[src/inc/rio_cfg.svh]
// Register map, field positions and reset values of the interrupt output block
`ifndef RIO_CFG_SVH
`define RIO_CFG_SVH

// ----------------------------------------------------------------------------
// Bus
// ----------------------------------------------------------------------------
`define RIO_AW          8
`define RIO_DW          32
`define RIO_SYNC_W      6

// ----------------------------------------------------------------------------
// Register offsets
// ----------------------------------------------------------------------------
`define RIO_OFF_CTRL    8'h00
`define RIO_OFF_FLAGS   8'h04
`define RIO_OFF_MASKA1  8'h08
`define RIO_OFF_MASKA2  8'h0C
`define RIO_OFF_MASKB1  8'h10
`define RIO_OFF_MASKB2  8'h14
`define RIO_OFF_PINS    8'h18
`define RIO_OFF_IRQMASK 8'h1C

// ----------------------------------------------------------------------------
// Control register fields
// ----------------------------------------------------------------------------
`define RIO_CTRL_W      12
`define RIO_C_SEC       0
`define RIO_C_MIN       1
`define RIO_C_TP        2
`define RIO_C_WD        3
`define RIO_C_AL        4
`define RIO_C_BSW       5
`define RIO_C_BLOW      6
`define RIO_C_BATT_STAMP_EN      7
`define RIO_C_TS        8
`define RIO_CTRL_RST    12'h000

// ----------------------------------------------------------------------------
// Flag register fields
// ----------------------------------------------------------------------------
`define RIO_FLAG_W      9
`define RIO_F_TICK      0
`define RIO_F_AL        1
`define RIO_F_BSW       2
`define RIO_F_TS        3
`define RIO_F_WD        7
`define RIO_F_BLOW      8
`define RIO_FLAG_RST    9'h000
`define RIO_IRQM_RST    9'h1FF

// ----------------------------------------------------------------------------
// Pin mask fields
// ----------------------------------------------------------------------------
`define RIO_M1_W        6
`define RIO_M2_W        4
`define RIO_M1_MIN      5
`define RIO_M1_SEC      4
`define RIO_M1_WD       3
`define RIO_M1_AL       2
`define RIO_M1_BSW      1
`define RIO_M1_BLOW     0
`define RIO_M1_RST      6'h3F
`define RIO_M2_RST      4'hF

`endif

[src/inc/rio_pkg.sv]
// Types shared by the interrupt output block
package rio_pkg;

	typedef enum logic {
		RIO_PULSE_IDLE,
		RIO_PULSE_ACTIVE
	} rio_pulse_state_t;

endpackage

[src/logic/rio_irq_out.sv]
// Interrupt output logic: flags, pin masks, tick pulse and APB registers
//
// Functional notes
// - Two separate open-drain interrupt pins, asserted by driving low.
// - With every source disabled neither pin is ever driven low.
// - Pulse-select 1 gives a tick pulse; 0 holds until flag cleared.
// - All non-tick sources give a level following their own flag.
// - Host clears tick, alarm, stamp and switch-over flags by command.
// - Watchdog and battery-low flags read-only; battery-low self-clears.
// - Minute/second enables: none, per minute, or per second.
// - Tick flag set on the enabled counter increment.
// - Tick pulse timed by 64 Hz strobe, one period long.
// - Clearing the tick flag ends a running pulse at once.
// - Watchdog enable: pin follows watchdog flag as a level.
// - Alarm enable: pin follows alarm flag, released on clear.
// - Stamp-on-switchover disabled: switch-over never touches group four.
// - Enabled and flag clear: capture group four, then set flag.
// - Enabled and flag set: group four kept, further events ignored.
// - Per-pin mask bit per source, 1 blocks, reset to 1.
// - Stamp enable: pin follows the matching stamp flag as a level.
//
// The address map and register access over APB were decided locally.
`timescale 1ns/1ps
`include "rio_cfg.svh"
module rio_irq_out (
	input  wire logic              pclk,
	input  wire logic              presetn,
	input  wire logic [`RIO_AW-1:0] paddr,
	input  wire logic              psel,
	input  wire logic              penable,
	input  wire logic              pwrite,
	input  wire logic [`RIO_DW-1:0] pwdata,
	output logic      [`RIO_DW-1:0] prdata,
	output logic                   pready,
	output logic                   pslverr,
	input  wire logic              second_tick,
	input  wire logic              minute_tick,
	input  wire logic              tick_64hz,
	input  wire logic              alarm_event,
	input  wire logic              watchdog_level,
	input  wire logic              switchover_pin,
	input  wire logic              batt_low_pin,
	input  wire logic [3:0]        stamp_pins_n,
	output logic                   irq_out_a_o,
	output logic                   irq_out_a_oe,
	output logic                   irq_out_b_o,
	output logic                   irq_out_b_oe,
	output logic      [3:0]        stamp_capture,
	output logic                   irq
);

	// ------------------------------------------------------------------------
	// Pin request decode, shared by both pins
	// ------------------------------------------------------------------------
	function automatic logic pin_request(
		input logic [`RIO_CTRL_W-1:0] ctl,
		input logic [`RIO_FLAG_W-1:0] flg,
		input logic                   tick_src,
		input logic [`RIO_M1_W-1:0]   m1,
		input logic [`RIO_M2_W-1:0]   m2
	);
		logic req;
		req = 1'b0;
		// Second tick masked by its own bit; minute only when seconds off
		if (ctl[`RIO_C_SEC] && !m1[`RIO_M1_SEC] && tick_src)
			req = 1'b1;
		if (ctl[`RIO_C_MIN] && !ctl[`RIO_C_SEC] && !m1[`RIO_M1_MIN]
			&& tick_src)
			req = 1'b1;
		if (ctl[`RIO_C_WD] && !m1[`RIO_M1_WD] && flg[`RIO_F_WD])
			req = 1'b1;
		if (ctl[`RIO_C_AL] && !m1[`RIO_M1_AL] && flg[`RIO_F_AL])
			req = 1'b1;
		if (ctl[`RIO_C_BSW] && !m1[`RIO_M1_BSW] && flg[`RIO_F_BSW])
			req = 1'b1;
		if (ctl[`RIO_C_BLOW] && !m1[`RIO_M1_BLOW] && flg[`RIO_F_BLOW])
			req = 1'b1;
		for (int i = 0; i < 4; i++) begin
			// Stamp mask bits run in reverse order to the flags
			if (ctl[`RIO_C_TS + i] && !m2[3 - i] && flg[`RIO_F_TS + i])
				req = 1'b1;
		end
		return req;
	endfunction

	// ------------------------------------------------------------------------
	// Registers
	// ------------------------------------------------------------------------
	logic [`RIO_CTRL_W-1:0]  ctrl;
	logic [`RIO_FLAG_W-1:0]  irq_mask;
	logic [`RIO_M1_W-1:0]    mask_a1;
	logic [`RIO_M2_W-1:0]    mask_a2;
	logic [`RIO_M1_W-1:0]    mask_b1;
	logic [`RIO_M2_W-1:0]    mask_b2;
	logic                    tick_flag;
	logic                    alarm_flag;
	logic                    switchover_flag;
	logic [3:0]              stamp_flags;
	logic                    watchdog_flag;
	logic                    batt_low_flag;
	rio_pkg::rio_pulse_state_t pulse_state;
	rio_pkg::rio_pulse_state_t next_pulse_state;

	// ------------------------------------------------------------------------
	// Pin synchronisation and edge detection
	// ------------------------------------------------------------------------
	logic [`RIO_SYNC_W-1:0] pin_sync;
	logic [`RIO_SYNC_W-1:0] pin_prev;

	rio_sync #(
		.WIDTH(`RIO_SYNC_W)
	) u_sync (
		.pclk    (pclk),
		.presetn (presetn),
		.din     ({switchover_pin, batt_low_pin, stamp_pins_n}),
		.dout    (pin_sync)
	);

	// Same reset value as the synchroniser, so no false edge after reset
	always_ff @(posedge pclk or negedge presetn) begin
		if (!presetn)
			pin_prev <= '0;
		else
			pin_prev <= pin_sync;
	end

	wire [3:0] stamp_now   = pin_sync[3:0];
	wire       batt_low_now = pin_sync[4];
	wire       switch_now  = pin_sync[5];
	wire [3:0] stamp_fall  = pin_prev[3:0] & ~stamp_now;
	wire       switch_rise = switch_now & ~pin_prev[5];

	// ------------------------------------------------------------------------
	// APB decode
	// ------------------------------------------------------------------------
	// One wait state: pready rises in the second access cycle
	wire acc_phase = psel && penable;
	wire acc_first = acc_phase && !pready;
	wire wr_commit = acc_phase && pready && pwrite;

	wire sel_ctrl  = (paddr == `RIO_OFF_CTRL);
	wire sel_flags = (paddr == `RIO_OFF_FLAGS);
	wire sel_ma1   = (paddr == `RIO_OFF_MASKA1);
	wire sel_ma2   = (paddr == `RIO_OFF_MASKA2);
	wire sel_mb1   = (paddr == `RIO_OFF_MASKB1);
	wire sel_mb2   = (paddr == `RIO_OFF_MASKB2);
	wire sel_pins  = (paddr == `RIO_OFF_PINS);
	wire sel_irqm  = (paddr == `RIO_OFF_IRQMASK);
	wire addr_hit  = sel_ctrl || sel_flags || sel_ma1 || sel_ma2
		|| sel_mb1 || sel_mb2 || sel_pins || sel_irqm;

	wire [`RIO_FLAG_W-1:0] flags_view = {batt_low_flag, watchdog_flag,
		stamp_flags, switchover_flag, alarm_flag, tick_flag};

	logic [`RIO_DW-1:0] rd_mux;
	always_comb begin
		rd_mux = '0;
		if (sel_ctrl)
			rd_mux[`RIO_CTRL_W-1:0] = ctrl;
		else if (sel_flags)
			rd_mux[`RIO_FLAG_W-1:0] = flags_view;
		else if (sel_ma1)
			rd_mux[`RIO_M1_W-1:0] = mask_a1;
		else if (sel_ma2)
			rd_mux[`RIO_M2_W-1:0] = mask_a2;
		else if (sel_mb1)
			rd_mux[`RIO_M1_W-1:0] = mask_b1;
		else if (sel_mb2)
			rd_mux[`RIO_M2_W-1:0] = mask_b2;
		else if (sel_pins)
			rd_mux[2:0] = {pulse_state == rio_pkg::RIO_PULSE_ACTIVE,
				irq_out_b_oe, irq_out_a_oe};
		else if (sel_irqm)
			rd_mux[`RIO_FLAG_W-1:0] = irq_mask;
	end

	always_ff @(posedge pclk or negedge presetn) begin
		if (!presetn) begin
			pready  <= 1'b0;
			prdata  <= '0;
			pslverr <= 1'b0;
		end else begin
			pready  <= acc_first;
			prdata  <= acc_first ? rd_mux : '0;
			pslverr <= acc_first && !addr_hit;
		end
	end

	// ------------------------------------------------------------------------
	// Flag clear strobes, write one to clear
	// ------------------------------------------------------------------------
	wire        flag_wr   = wr_commit && sel_flags;
	wire        clr_tick  = flag_wr && pwdata[`RIO_F_TICK];
	wire        clr_alarm = flag_wr && pwdata[`RIO_F_AL];
	wire        clr_bsw   = flag_wr && pwdata[`RIO_F_BSW];
	wire [3:0]  clr_stamp = flag_wr ? pwdata[`RIO_F_TS +: 4] : 4'h0;

	// ------------------------------------------------------------------------
	// Event sources
	// ------------------------------------------------------------------------
	// Seconds win when both enabled: the minute tick coincides anyway
	wire set_tick = (ctrl[`RIO_C_SEC] && second_tick)
		|| (ctrl[`RIO_C_MIN] && !ctrl[`RIO_C_SEC] && minute_tick);

	// Group four is frozen once a switch-over was stamped and not cleared
	wire grp4_locked = ctrl[`RIO_C_BATT_STAMP_EN] && switchover_flag;
	wire bsw_capture = switch_rise && ctrl[`RIO_C_BATT_STAMP_EN]
		&& !switchover_flag;

	wire [3:0] set_stamp = {stamp_fall[3] && !grp4_locked,
		stamp_fall[2:0]};

	// ------------------------------------------------------------------------
	// Flags, set wins over clear
	// ------------------------------------------------------------------------
	always_ff @(posedge pclk or negedge presetn) begin
		if (!presetn) begin
			tick_flag       <= 1'b0;
			alarm_flag      <= 1'b0;
			switchover_flag <= 1'b0;
			stamp_flags     <= 4'h0;
			watchdog_flag   <= 1'b0;
			batt_low_flag   <= 1'b0;
		end else begin
			tick_flag   <= set_tick || (tick_flag && !clr_tick);
			alarm_flag  <= alarm_event || (alarm_flag && !clr_alarm);
			stamp_flags <= set_stamp | (stamp_flags & ~clr_stamp);
			// Locked: further switch-overs leave the flag as it stands
			switchover_flag <= (switch_rise && !grp4_locked)
				|| (switchover_flag && !clr_bsw);
			watchdog_flag <= watchdog_level;
			batt_low_flag <= batt_low_now;
		end
	end

	// Capture strobe to the stamp store; switch-over only through group four
	always_ff @(posedge pclk or negedge presetn) begin
		if (!presetn)
			stamp_capture <= 4'h0;
		else
			stamp_capture <= {set_stamp[3] || bsw_capture,
				set_stamp[2:0]};
	end

	// ------------------------------------------------------------------------
	// Tick pulse generator
	// ------------------------------------------------------------------------
	// Pulse ends at the next 64 Hz strobe; ticks sit on that grid, so the
	// width is one period of it
	always_comb begin
		next_pulse_state = pulse_state;
		case (pulse_state)
			rio_pkg::RIO_PULSE_IDLE: begin
				if (set_tick && ctrl[`RIO_C_TP])
					next_pulse_state = rio_pkg::RIO_PULSE_ACTIVE;
			end
			rio_pkg::RIO_PULSE_ACTIVE: begin
				if (set_tick)
					next_pulse_state = rio_pkg::RIO_PULSE_ACTIVE;
				else if (clr_tick)
					next_pulse_state = rio_pkg::RIO_PULSE_IDLE;
				else if (tick_64hz || !ctrl[`RIO_C_TP])
					next_pulse_state = rio_pkg::RIO_PULSE_IDLE;
			end
			default: next_pulse_state = rio_pkg::RIO_PULSE_IDLE;
		endcase
	end

	always_ff @(posedge pclk or negedge presetn) begin
		if (!presetn)
			pulse_state <= rio_pkg::RIO_PULSE_IDLE;
		else
			pulse_state <= next_pulse_state;
	end

	// Pulse form also needs the flag, so a clear cuts it at once
	wire tick_src = ctrl[`RIO_C_TP]
		? (pulse_state == rio_pkg::RIO_PULSE_ACTIVE && tick_flag)
		: tick_flag;

	// ------------------------------------------------------------------------
	// Pin drive
	// ------------------------------------------------------------------------
	wire req_a = pin_request(ctrl, flags_view, tick_src,
		mask_a1, mask_a2);
	wire req_b = pin_request(ctrl, flags_view, tick_src,
		mask_b1, mask_b2);

	// Open drain: data stays low, only the enable moves; with no enables
	// set every request term is zero and the pins float
	always_ff @(posedge pclk or negedge presetn) begin
		if (!presetn) begin
			irq_out_a_o  <= 1'b0;
			irq_out_b_o  <= 1'b0;
			irq_out_a_oe <= 1'b0;
			irq_out_b_oe <= 1'b0;
		end else begin
			irq_out_a_o  <= 1'b0;
			irq_out_b_o  <= 1'b0;
			irq_out_a_oe <= req_a;
			irq_out_b_oe <= req_b;
		end
	end

	// ------------------------------------------------------------------------
	// Software interrupt
	// ------------------------------------------------------------------------
	always_ff @(posedge pclk or negedge presetn) begin
		if (!presetn)
			irq <= 1'b0;
		else
			irq <= |(flags_view & ~irq_mask);
	end

	// ------------------------------------------------------------------------
	// Control and mask registers
	// ------------------------------------------------------------------------
	always_ff @(posedge pclk or negedge presetn) begin
		if (!presetn) begin
			ctrl     <= `RIO_CTRL_RST;
			irq_mask <= `RIO_IRQM_RST;
		end else begin
			if (wr_commit && sel_ctrl)
				ctrl <= pwdata[`RIO_CTRL_W-1:0];
			if (wr_commit && sel_irqm)
				irq_mask <= pwdata[`RIO_FLAG_W-1:0];
		end
	end

	always_ff @(posedge pclk or negedge presetn) begin
		if (!presetn) begin
			mask_a1 <= `RIO_M1_RST;
			mask_a2 <= `RIO_M2_RST;
			mask_b1 <= `RIO_M1_RST;
			mask_b2 <= `RIO_M2_RST;
		end else begin
			if (wr_commit && sel_ma1)
				mask_a1 <= pwdata[`RIO_M1_W-1:0];
			if (wr_commit && sel_ma2)
				mask_a2 <= pwdata[`RIO_M2_W-1:0];
			if (wr_commit && sel_mb1)
				mask_b1 <= pwdata[`RIO_M1_W-1:0];
			if (wr_commit && sel_mb2)
				mask_b2 <= pwdata[`RIO_M2_W-1:0];
		end
	end

endmodule

[src/logic/rio_sync.sv]
// Two flip-flop synchroniser for pin-level inputs
`timescale 1ns/1ps
module rio_sync #(
	parameter int WIDTH = 1
) (
	input  wire logic             pclk,
	input  wire logic             presetn,
	input  wire logic [WIDTH-1:0] din,
	output logic      [WIDTH-1:0] dout
);

	logic [WIDTH-1:0] meta;

	always_ff @(posedge pclk or negedge presetn) begin
		if (!presetn) begin
			meta <= '0;
			dout <= '0;
		end else begin
			meta <= din;
			dout <= meta;
		end
	end

endmodule

[config.mk]
export PLATFORM = sky130hd
export DESIGN_NAME = rio_irq_out
export DESIGN_NICKNAME = d
export VERILOG_FILES = /design/src/inc/rio_pkg.sv /design/src/logic/rio_irq_out.sv /design/src/logic/rio_sync.sv
export VERILOG_INCLUDE_DIRS = /design/src /design/src/inc
export SDC_FILE = /design/constraint.sdc
export NUM_CORES = 1
export LEC_CHECK = 0
export ABC_CLOCK_PERIOD_IN_PS = 2200
export BUFFER_PORTS_ARGS = -buffer_cell sky130_fd_sc_hd__buf_2
export CAP_MARGIN = 25
export CORE_UTILIZATION = 35
export DETAILED_ROUTE_END_ITERATION = 16
export PLACE_DENSITY_LB_ADDON = 0.3
export SETUP_SLACK_MARGIN = 0.5
export SYNTH_ARGS = -nofsm -noshare
export SYNTH_HDL_FRONTEND = slang
export SYNTH_HIERARCHICAL = 1
export SYNTH_SLANG_ARGS = --single-unit
[constraint.sdc]
create_clock -name pclk -period 2.2 [get_ports pclk]
set_input_delay 0.11 -clock pclk [delete_from_list [all_inputs] [get_ports pclk]]
set_output_delay 0.11 -clock pclk [all_outputs]
set_load 0.005 [all_outputs]
# == After elaboration in Yosys (flattened, before gate mapping) ==
# Index checks and enable logic that the tools add are counted.
# word_totals
inputBits,56
regBits,90
# op_classes
bitwise_logic,10
n_eq_ne,7
n_reduce_logical,112
muxes,55
# ops
operator,n
9-bit 2-to-1 mux,10
1-bit logical AND,68
6-bit 2-to-1 mux,9
8-bit by 5-bit equality test with 1-bit output (second input constant),4
1-bit zero test,29
1-bit 2-to-1 mux,25
8-bit by 4-bit equality test with 1-bit output (second input constant),2
1-bit logical OR,13
12-bit 2-to-1 mux,1
3-bit 2-to-1 mux,4
4-bit 2-to-1 mux,3
5-bit 2-to-1 mux,2
9-bit AND,1
9-bit NOT,1
9-bit OR reduction,1
4-bit AND,2
8-bit by 3-bit equality test with 1-bit output (second input constant),1
8-bit zero test,1
4-bit NOT,2
4-bit bitwise OR,1
1-bit NOT,2
1-bit one-hot mux with 2 select lines,1
1-bit AND,1

# == Longest topological paths before layout ==
# Gate-level depths: netlist of the first run.
# depth
depth_word,23
ltp_mapped,7

# == Hierarchy ==
# Netlist of the first run, hierarchy kept.
# modules_own_cells
module,seq_area_each_um2,area_each_um2,cells_each,n_inst
rio_irq_out,1963.1,3702.3,321,1
rio_sync,300.3,300.3,12,1

# == Least setup slack after synthesis of the first run ==
# OpenSTA, ideal clock, no wires.
# synth_path
path_kind,input-to-reg
from,in paddr[1]
to,reg ctrl[10]
required_time_ps,2075
path_buffers,2
setup_ps,125
cell_stages,6
arrival_ps,1898
slack_ps,177
cell_sequence,or4_4 > or2_0 > buf_6 > nor3_1 > buf_2 > mux2_2
# synth_between
elab_chain_len,2
# synth_rtl
element,line_no,source
from (decl),rio_irq_out.sv:28,"input wire logic [`RIO_AW-1:0] paddr,"
8-bit zero test (no line),-,
1-bit logical AND,rio_irq_out.sv:323,if (wr_commit && sel_ctrl)
to (signal assigned),rio_irq_out.sv:320,ctrl <= `RIO_CTRL_RST;
to (signal assigned),rio_irq_out.sv:324,ctrl <= pwdata[`RIO_CTRL_W-1:0];
to (decl),rio_irq_out.sv:89,logic [`RIO_CTRL_W-1:0] ctrl;
# Every way passes these cells.
# A chain may end at the register's enable or synchronous reset.

# == Final worst setup path of the first run ==
# layout_path
from,in paddr[1]
to,reg mask_a2[2]
# layout_between
elab_chain_len,2
# layout_rtl
element,line_no,source
8-bit by 4-bit equality test with 1-bit output (no line),-,
1-bit logical AND,rio_irq_out.sv:339,if (wr_commit && sel_ma2)
to (signal assigned),rio_irq_out.sv:333,mask_a2 <= `RIO_M2_RST;
to (signal assigned),rio_irq_out.sv:340,mask_a2 <= pwdata[`RIO_M2_W-1:0];
to (decl),rio_irq_out.sv:92,logic [`RIO_M2_W-1:0] mask_a2;
# Every way passes these cells.

==> results.py, run 1 <==
metrics = {
    "grt": {
        "grt_max_degree": 90,
        "grt_pass1_vias": 2674,
        "grt_util_all_layers": 0.1783,
        "antenna_found_initial": 0,
        "grt_pass1_wl_um": 15340,
        "grt_overflow_total": 0,
    },
    "synth": {
        "synth-simple-area-share": 0.1288,
        "yosysTopAreaCellShare": 0.3751,
        "synth_ff_type": "dfrtp_1",
        "synth_top_family_by_area": "multiplexers",
        "ys_seq_elements": 89,
        "postSynthCellCount": 333,
        "synth_mux_area_frac": 0.1366,
        "yosys.area_share.xor_xnor": 0,
        "ys_seq_area_frac": 0.5655,
        "ys_types": 52,
        "synth_fa_ha_area_frac": 0,
        "synthTopCellsByCount": "60 x dfrtp_1, 37 x mux2_2, 30 x nand2_1, 29 x dfstp_2, 22 x buf_4",
        "ys_async_sr_fraction": 1.000,
        "synth_edf_count": 0,
        "netlist_area_sq_um": 4003,
        "synthTopCellsByArea": "dfrtp_1 38%, dfstp_2 19%, mux2_2 10%",
        "syn_area_per_cell_sq_um": 12.02,
        "yosysMostFrequentCell": "dfrtp_1",
        "synth_compound_area_frac": 0.1000,
        "yosysTopAreaCell": "dfrtp_1",
        "yosys_warnings": 6,
    },
    "clock_network": {
        "ctsHtreeMaxLevel": 3,
        "cts.sinks": 89,
        "path_clk_slew_ns": 0.06,
        "clockRootBuffer": "clkbuf_16",
        "cts_max_path_buffers": 2,
        "cts_tree": "done",
        "numCtsBuffers": 9,
        "clk_latency_ns": 0.34,
    },
    "finish": {
        "post-route-util": 0.4542,
        "fill_cells": 1026,
        "final_cell_area_sq_um": 4989,
        "syn_to_final_growth_pct": 24.63,
        "multiInputGateArea_sq_um": 1625,
        "drive_gt1_frac": 0.4024,
        "seq_area_sq_um": 2263,
        "diodes": 0,
        "fin_nets": 471,
    },
    "critical_path": {
        "end_kind": "flip-flop",
        "r2r-end": "mask_a2[2]$_DFFE_PN1P_",
        "r2r_cells": 4,
        "r2r_setup_slack_ns": 0.56,
        "cp_max_fo": 7,
        "required_ns": 2.47,
        "r2r_start": "pready$_DFF_PN0_",
        "critPathSlowestCell": "or4_4",
        "cpPeakStageDelay_ns": 0.59,
        "crit_path_cell_trace": "buf_6 > or4_4 > or2_4 > or4_4 > mux2_4",
        "path_buf_inv": 1,
        "cpMostUsedCell": "or4_4",
        "critPathKind": "input port to flip-flop",
        "crit_path_start_kind": "input port",
        "path_delay_family": "simple AND/OR/NAND/NOR gates",
        "arrival_ns": 1.96,
    },
    "sta": {
        "fin_crit_ns": 1.693,
        "fin_crit_sh": 0.7696,
        "finalSetupTns_ns": 0,
        "hold_viol_final": 0,
        "whs_ns": 0.006791,
        "finalWorstSetupSlack_ns": 0.5069,
        "finClkSkew_ns": 0.009172,
        "rsz0062_at_grt": "yes",
        "setup_viol": 0,
        "fmax_mhz": 590.6,
        "slew_viol_final": 0,
    },
    "placed_design": {
        "dpl.hpwl_um": 6983,
        "globalplace.congestion": 0.8612,
        "port_buffers": 56,
        "dpl_worst_slack_ns": -0.03119,
        "dpl_cell_area_sq_um": 4521,
    },
    "drt": {
        "drtPass1Iterations": 4,
        "via_per_inst": 5.143,
        "drtIter0Drc": 111,
        "vias": 2880,
        "routedWlPerCell_um": 17.79,
        "wl_um": 9963,
        "drc_errors": 0,
        "ant_nets": 0,
    },
    "floorplan": {
        "initial_core_util": 0.3644,
        "ios": 99,
        "die_area_sq_um": 11870,
        "die-width_um": 108.9,
        "die_h_um": 108.9,
        "coreArea_sq_um": 10980,
        "row_count": 38,
    },
    "worst_hold_path": {
        "hold_path_class": "input port to flip-flop",
        "min_to": "ctrl[10]$_DFFE_PN0P_",
        "worstHoldStart": "pwdata[10]",
        "worstHoldPathCells": 2,
    },
    "power_and_ir_drop": {
        "p_leak_nw": 2.269,
        "cellPowerDensity_nw_per_um2": 714.1,
        "peakVddDrop_mv": 0.4500,
    },
    "job": {
        "cap_violations": 0,
    },
    "outcome": {
        "status": "finished, final reports clean",
    },
}
[state kept, by name, summed over array words and instances, names as in the netlist, 4 cells and up]
signal	count
ctrl	12
stamp_capture	4
u_sync/meta	6
pin_prev	6
mask_b2	4
mask_a2	4
mask_b1	6
irq_mask	9
prdata	12
u_sync/dout	6
mask_a1	6
stamp_flags	4
[cells by family (layout without fill, tap and decap cells)]
group,Yosys count,after routing
buf+inv,48,114
other cells,1,22
mux,48,48
simple gates,89,89
flops,89,89
compound gates,58,58
[what timing repair did]
| item | in CTS | in global routing |
|---|---|---|
| pin swaps | 0 | 0 |
| gates resized for setup | 3 | 3 |
| hold buffers | 11 | 0 |
| endpoints found under the setup margin | 35 | 14 |
| setup buffers | 0 | 1 |
| endpoints found under the hold margin | 70 | 0 |
[through the flow]
stage          cells  total power, mW
6_report         560            3.562
5_1_grt          560            3.691
4_1_cts          559            3.590
3_5_place_dp     532            1.910
3_3_place_gp     532            1.907
2_1_floorplan    354            1.819
[how the worst max path moves through the flow]
stage              from                endpoint  slack, ns  cells after the start
2_1_floorplan  paddr[1]  mask_a2[0]$_DFFE_PN1P_       0.20                      6
3_3_place_gp   paddr[1]     ctrl[1]$_DFFE_PN0P_      -0.03                      6
3_5_place_dp   paddr[1]     ctrl[0]$_DFFE_PN0P_      -0.03                      6
4_1_cts        paddr[1]  mask_a2[2]$_DFFE_PN1P_       0.52                      5
5_1_grt        paddr[1]  mask_a2[2]$_DFFE_PN1P_       0.50                      5
6_report       paddr[1]  mask_a2[2]$_DFFE_PN1P_       0.51                      5
[layer usage]
metal  GRT usage  vias to the layer above  routed length [um]
met5           0                        -                   0
li1            -                     1322                   -
met4     0.06853                        0                 206
met1      0.2549                     1449                4671
met3     0.03885                       13                 597
met2      0.2624                       96                4487
[cells in the final DEF, fill, tap and decap left out, drive strengths merged, types with 4 or more instances in the layout]
cell          n
mux2i         7
a21oi         8
nand2        30
mux2         41
nor2b        11
nor3          5
dfstp        29
dlygate4sd3  11
buf          72
and3          4
nor2         10
nand2b        4
dfrtp        60
o21ai        10
clkbuf       10
o22ai        11
conb         22
inv          17
a21o          4
nor4          9
[power breakdown]
part,internal [mW],total (mW),switching (mW)
sequential,1.67,1.68,0.0158
combinational,0.0835,0.216,0.133
clock,1.01,1.66,0.651
total,2.76,3.56,0.800
[final cells by class]
type | instances | share of cell area
Sequential cell | 89 | 0.4537
Multi-Input combinational cell | 217 | 0.3258
Timing Repair Buffer | 83 | 0.1091
Clock buffer | 10 | 0.04590
Tap cell | 140 | 0.03511
Clock inverter | 6 | 0.01906
Inverter | 15 | 0.01129
No activity file was read; power rests on OpenSTA's default activity.
==> inputs of run 2 (changes only) <==
--- a/config.mk
+++ b/config.mk
@@ -6,7 +6,7 @@
 export SDC_FILE = /design/constraint.sdc
 export NUM_CORES = 1
 export LEC_CHECK = 0
-export ABC_CLOCK_PERIOD_IN_PS = 2200
+export ABC_CLOCK_PERIOD_IN_PS = 1600
 export BUFFER_PORTS_ARGS = -buffer_cell sky130_fd_sc_hd__buf_2
 export CAP_MARGIN = 25
 export CORE_UTILIZATION = 35
==> constraint.sdc (replaced) <==
create_clock -name pclk -period 1.6 [get_ports pclk]
set_input_delay 0.08 -clock pclk [delete_from_list [all_inputs] [get_ports pclk]]
set_output_delay 0.08 -clock pclk [all_outputs]
set_load 0.005 [all_outputs]
==> results.py, run 2 (synthesis results as in run 1) <==
metrics = {
    "outcome": {
        "status": "finished with violations",
        "violations": "negative setup slack",
    },
    "clock_network": {
        "cts_tree": "done",
        "ctsHtreeMaxLevel": 3,
        "cts_max_path_buffers": 2,
        "numCtsBuffers": 9,
        "path_clk_slew_ns": 0.07,
        "clk_latency_ns": 0.35,
        "clockRootBuffer": "clkbuf_16",
        "cts.sinks": 89,
    },
    "placed_design": {
        "dpl.hpwl_um": 7513,
        "place_inst": 545,
        "port_buffers": 56,
        "globalplace.congestion": 0.8908,
    },
    "sta": {
        "setup_viol": 34,
        "max_slew_margin": 0.4820,
        "fmax_mhz": 584.0,
        "finalWorstSetupSlack_ns": -0.1125,
        "rsz0062_at_grt": "yes",
        "finClkSkew_ns": 0.006953,
        "fin_crit_ns": 1.712,
        "fin_crit_sh": 1.070,
        "slew_viol_final": 0,
        "hold_viol_final": 0,
        "tightest_slew_ns": 0.7755,
    },
    "drt": {
        "vias": 3017,
        "drtIter0Drc": 163,
        "via_per_inst": 5.122,
        "wl_um": 10990,
        "drc_errors": 0,
        "ant_nets": 0,
        "routedWlPerCell_um": 18.66,
        "drtPass1Iterations": 4,
    },
    "floorplan": {
        "initial_core_util": 0.3644,
        "coreArea_sq_um": 10980,
        "row_count": 38,
        "die_area_sq_um": 11870,
        "ios": 99,
        "die-width_um": 108.9,
        "die_h_um": 108.9,
    },
    "critical_path": {
        "r2r_cells": 5,
        "critPathSlowestCell": "dfrtp_1",
        "crit_path_cell_trace": "nand4_1 > buf_4 > nor3_4 > buf_6 > mux2_2",
        "cp_max_fo": 6,
        "arrival_ns": 1.95,
        "end_kind": "flip-flop",
        "crit_path_start_kind": "flip-flop",
        "r2r_start": "pready$_DFF_PN0_",
        "r2r_setup_slack_ns": -0.11,
        "cpPeakStageDelay_ns": 0.35,
        "required_ns": 1.84,
        "r2r-end": "ctrl[10]$_DFFE_PN0P_",
        "critPathKind": "flip-flop to flip-flop",
    },
    "worst_hold_path": {
        "worstHoldStart": "pwdata[6]",
        "hold_path_class": "input port to flip-flop",
        "min_to": "ctrl[6]$_DFFE_PN0P_",
        "worstHoldPathCells": 2,
    },
    "power_and_ir_drop": {
        "peakVddDrop_mv": 0.5885,
        "cellPowerDensity_nw_per_um2": 856.0,
        "p_leak_nw": 2.510,
    },
    "grt": {
        "grt_util_all_layers": 0.1975,
        "grt_pass1_vias": 3045,
        "grt_max_degree": 40,
        "antenna_found_initial": 0,
        "grt_overflow_total": 0,
        "grt_pass1_wl_um": 17160,
    },
    "finish": {
        "final_cell_mix": "57 x dfrtp_1, 53 x buf_2, 36 x mux2_4, 29 x dfstp_2, 26 x buf_4",
        "layout_commonest_cell": "dfrtp_1",
        "fin_nets": 500,
        "syn_to_final_growth_pct": 40.01,
        "post-route-util": 0.5103,
        "top_regs": "ctrl x12, prdata x12, irq_mask x9",
        "fin_cells": 589,
        "diodes": 0,
        "drive_gt1_frac": 0.5234,
    },
    "job": {
        "cap_violations": 0,
    },
}
-- run 2: cell count changes in the layout (fill, tap and decap cells not counted), sizes merged --
cell         before  now
buf              72   98
bufinv            2    0
clkinvlp          0    1
dlygate4sd3      11   14
inv              17   18
-- run 2: final cells by class --
class,instances,area [sq um]
flip-flops and latches,89,2267
repair buffers,112,870.8
fillers,959,5379
clock buffers,10,239.0
inverters,15,56.30
clock inverters,6,56.30
well taps,140,175.2
multi-input cells,217,1939
-- run 2: where the power goes --
group          leakage, nW  switching (mW)  internal [mW]
clock                0.144           0.967           1.13
combinational         1.32           0.221          0.162
sequential            1.05          0.0215           2.29
-- run 2: how the worst max path moves through the flow --
stage                           from  cells after the start                 endpoint  slack (ns)
floorplan                   paddr[1]                      6   mask_a2[0]$_DFFE_PN1P_       -0.38
global placement            paddr[1]                      7   mask_b2[0]$_DFFE_PN1P_       -0.48
detailed placement          paddr[1]                      7   mask_b2[2]$_DFFE_PN1P_       -0.49
CTS                 pready$_DFF_PN0_                      5  irq_mask[3]$_DFFE_PN1P_       -0.03
finish              pready$_DFF_PN0_                      5     ctrl[10]$_DFFE_PN0P_       -0.11
global route        pready$_DFF_PN0_                      5      ctrl[9]$_DFFE_PN0P_       -0.16
-- run 2: worst max-delay path: cells and delay by family (launching register included) --
family	cells	cell delay, ns
AND/OR/NAND/NOR	2	0.47
buffers and inverters	2	0.43
flip-flops	1	0.35
multiplexers	1	0.34
-- run 2: what timing repair did --
item | 4_1_cts | 5_1_grt
gates cloned | 1 | 0
resized for setup | 65 | 31
hold buffers | 14 | 0
buffers inserted | 6 | 7
pin swaps | 15 | 14
endpoints found under the setup margin | 64 | 66
endpoints found under the hold margin | 78 | 0
-- run 2: routing by layer --
metal | share of wire | vias to the layer above | routed length, um | global-route usage
li1 | - | 1375 | - | -
met4 | 0.022 | 0 | 242 | 0.06081
met2 | 0.46 | 112 | 5095 | 0.3001
met5 | 0 | - | 0 | 0
met1 | 0.46 | 1510 | 5050 | 0.2736
met3 | 0.055 | 20 | 605 | 0.05380
-- run 2: through the flow --
stage	instance area [sq um]	worst slack (ns)	total power, mW	setup TNS, ns	hold slack [ns]
2_1_floorplan	4167	-0.3794	2.508	-13.20	-0.2156
3_5_place_dp	4659	-0.4890	2.661	-16.95	-0.02339
3_3_place_gp	4659	-0.4763	2.656	-15.68	-0.02464
4_1_cts	5403	-0.02979	4.832	-0.6447	0.01237
5_1_grt	5604	-0.1599	5.001	-4.311	0.03606
6_report	5604	-0.1125	4.797	-2.302	0.02929
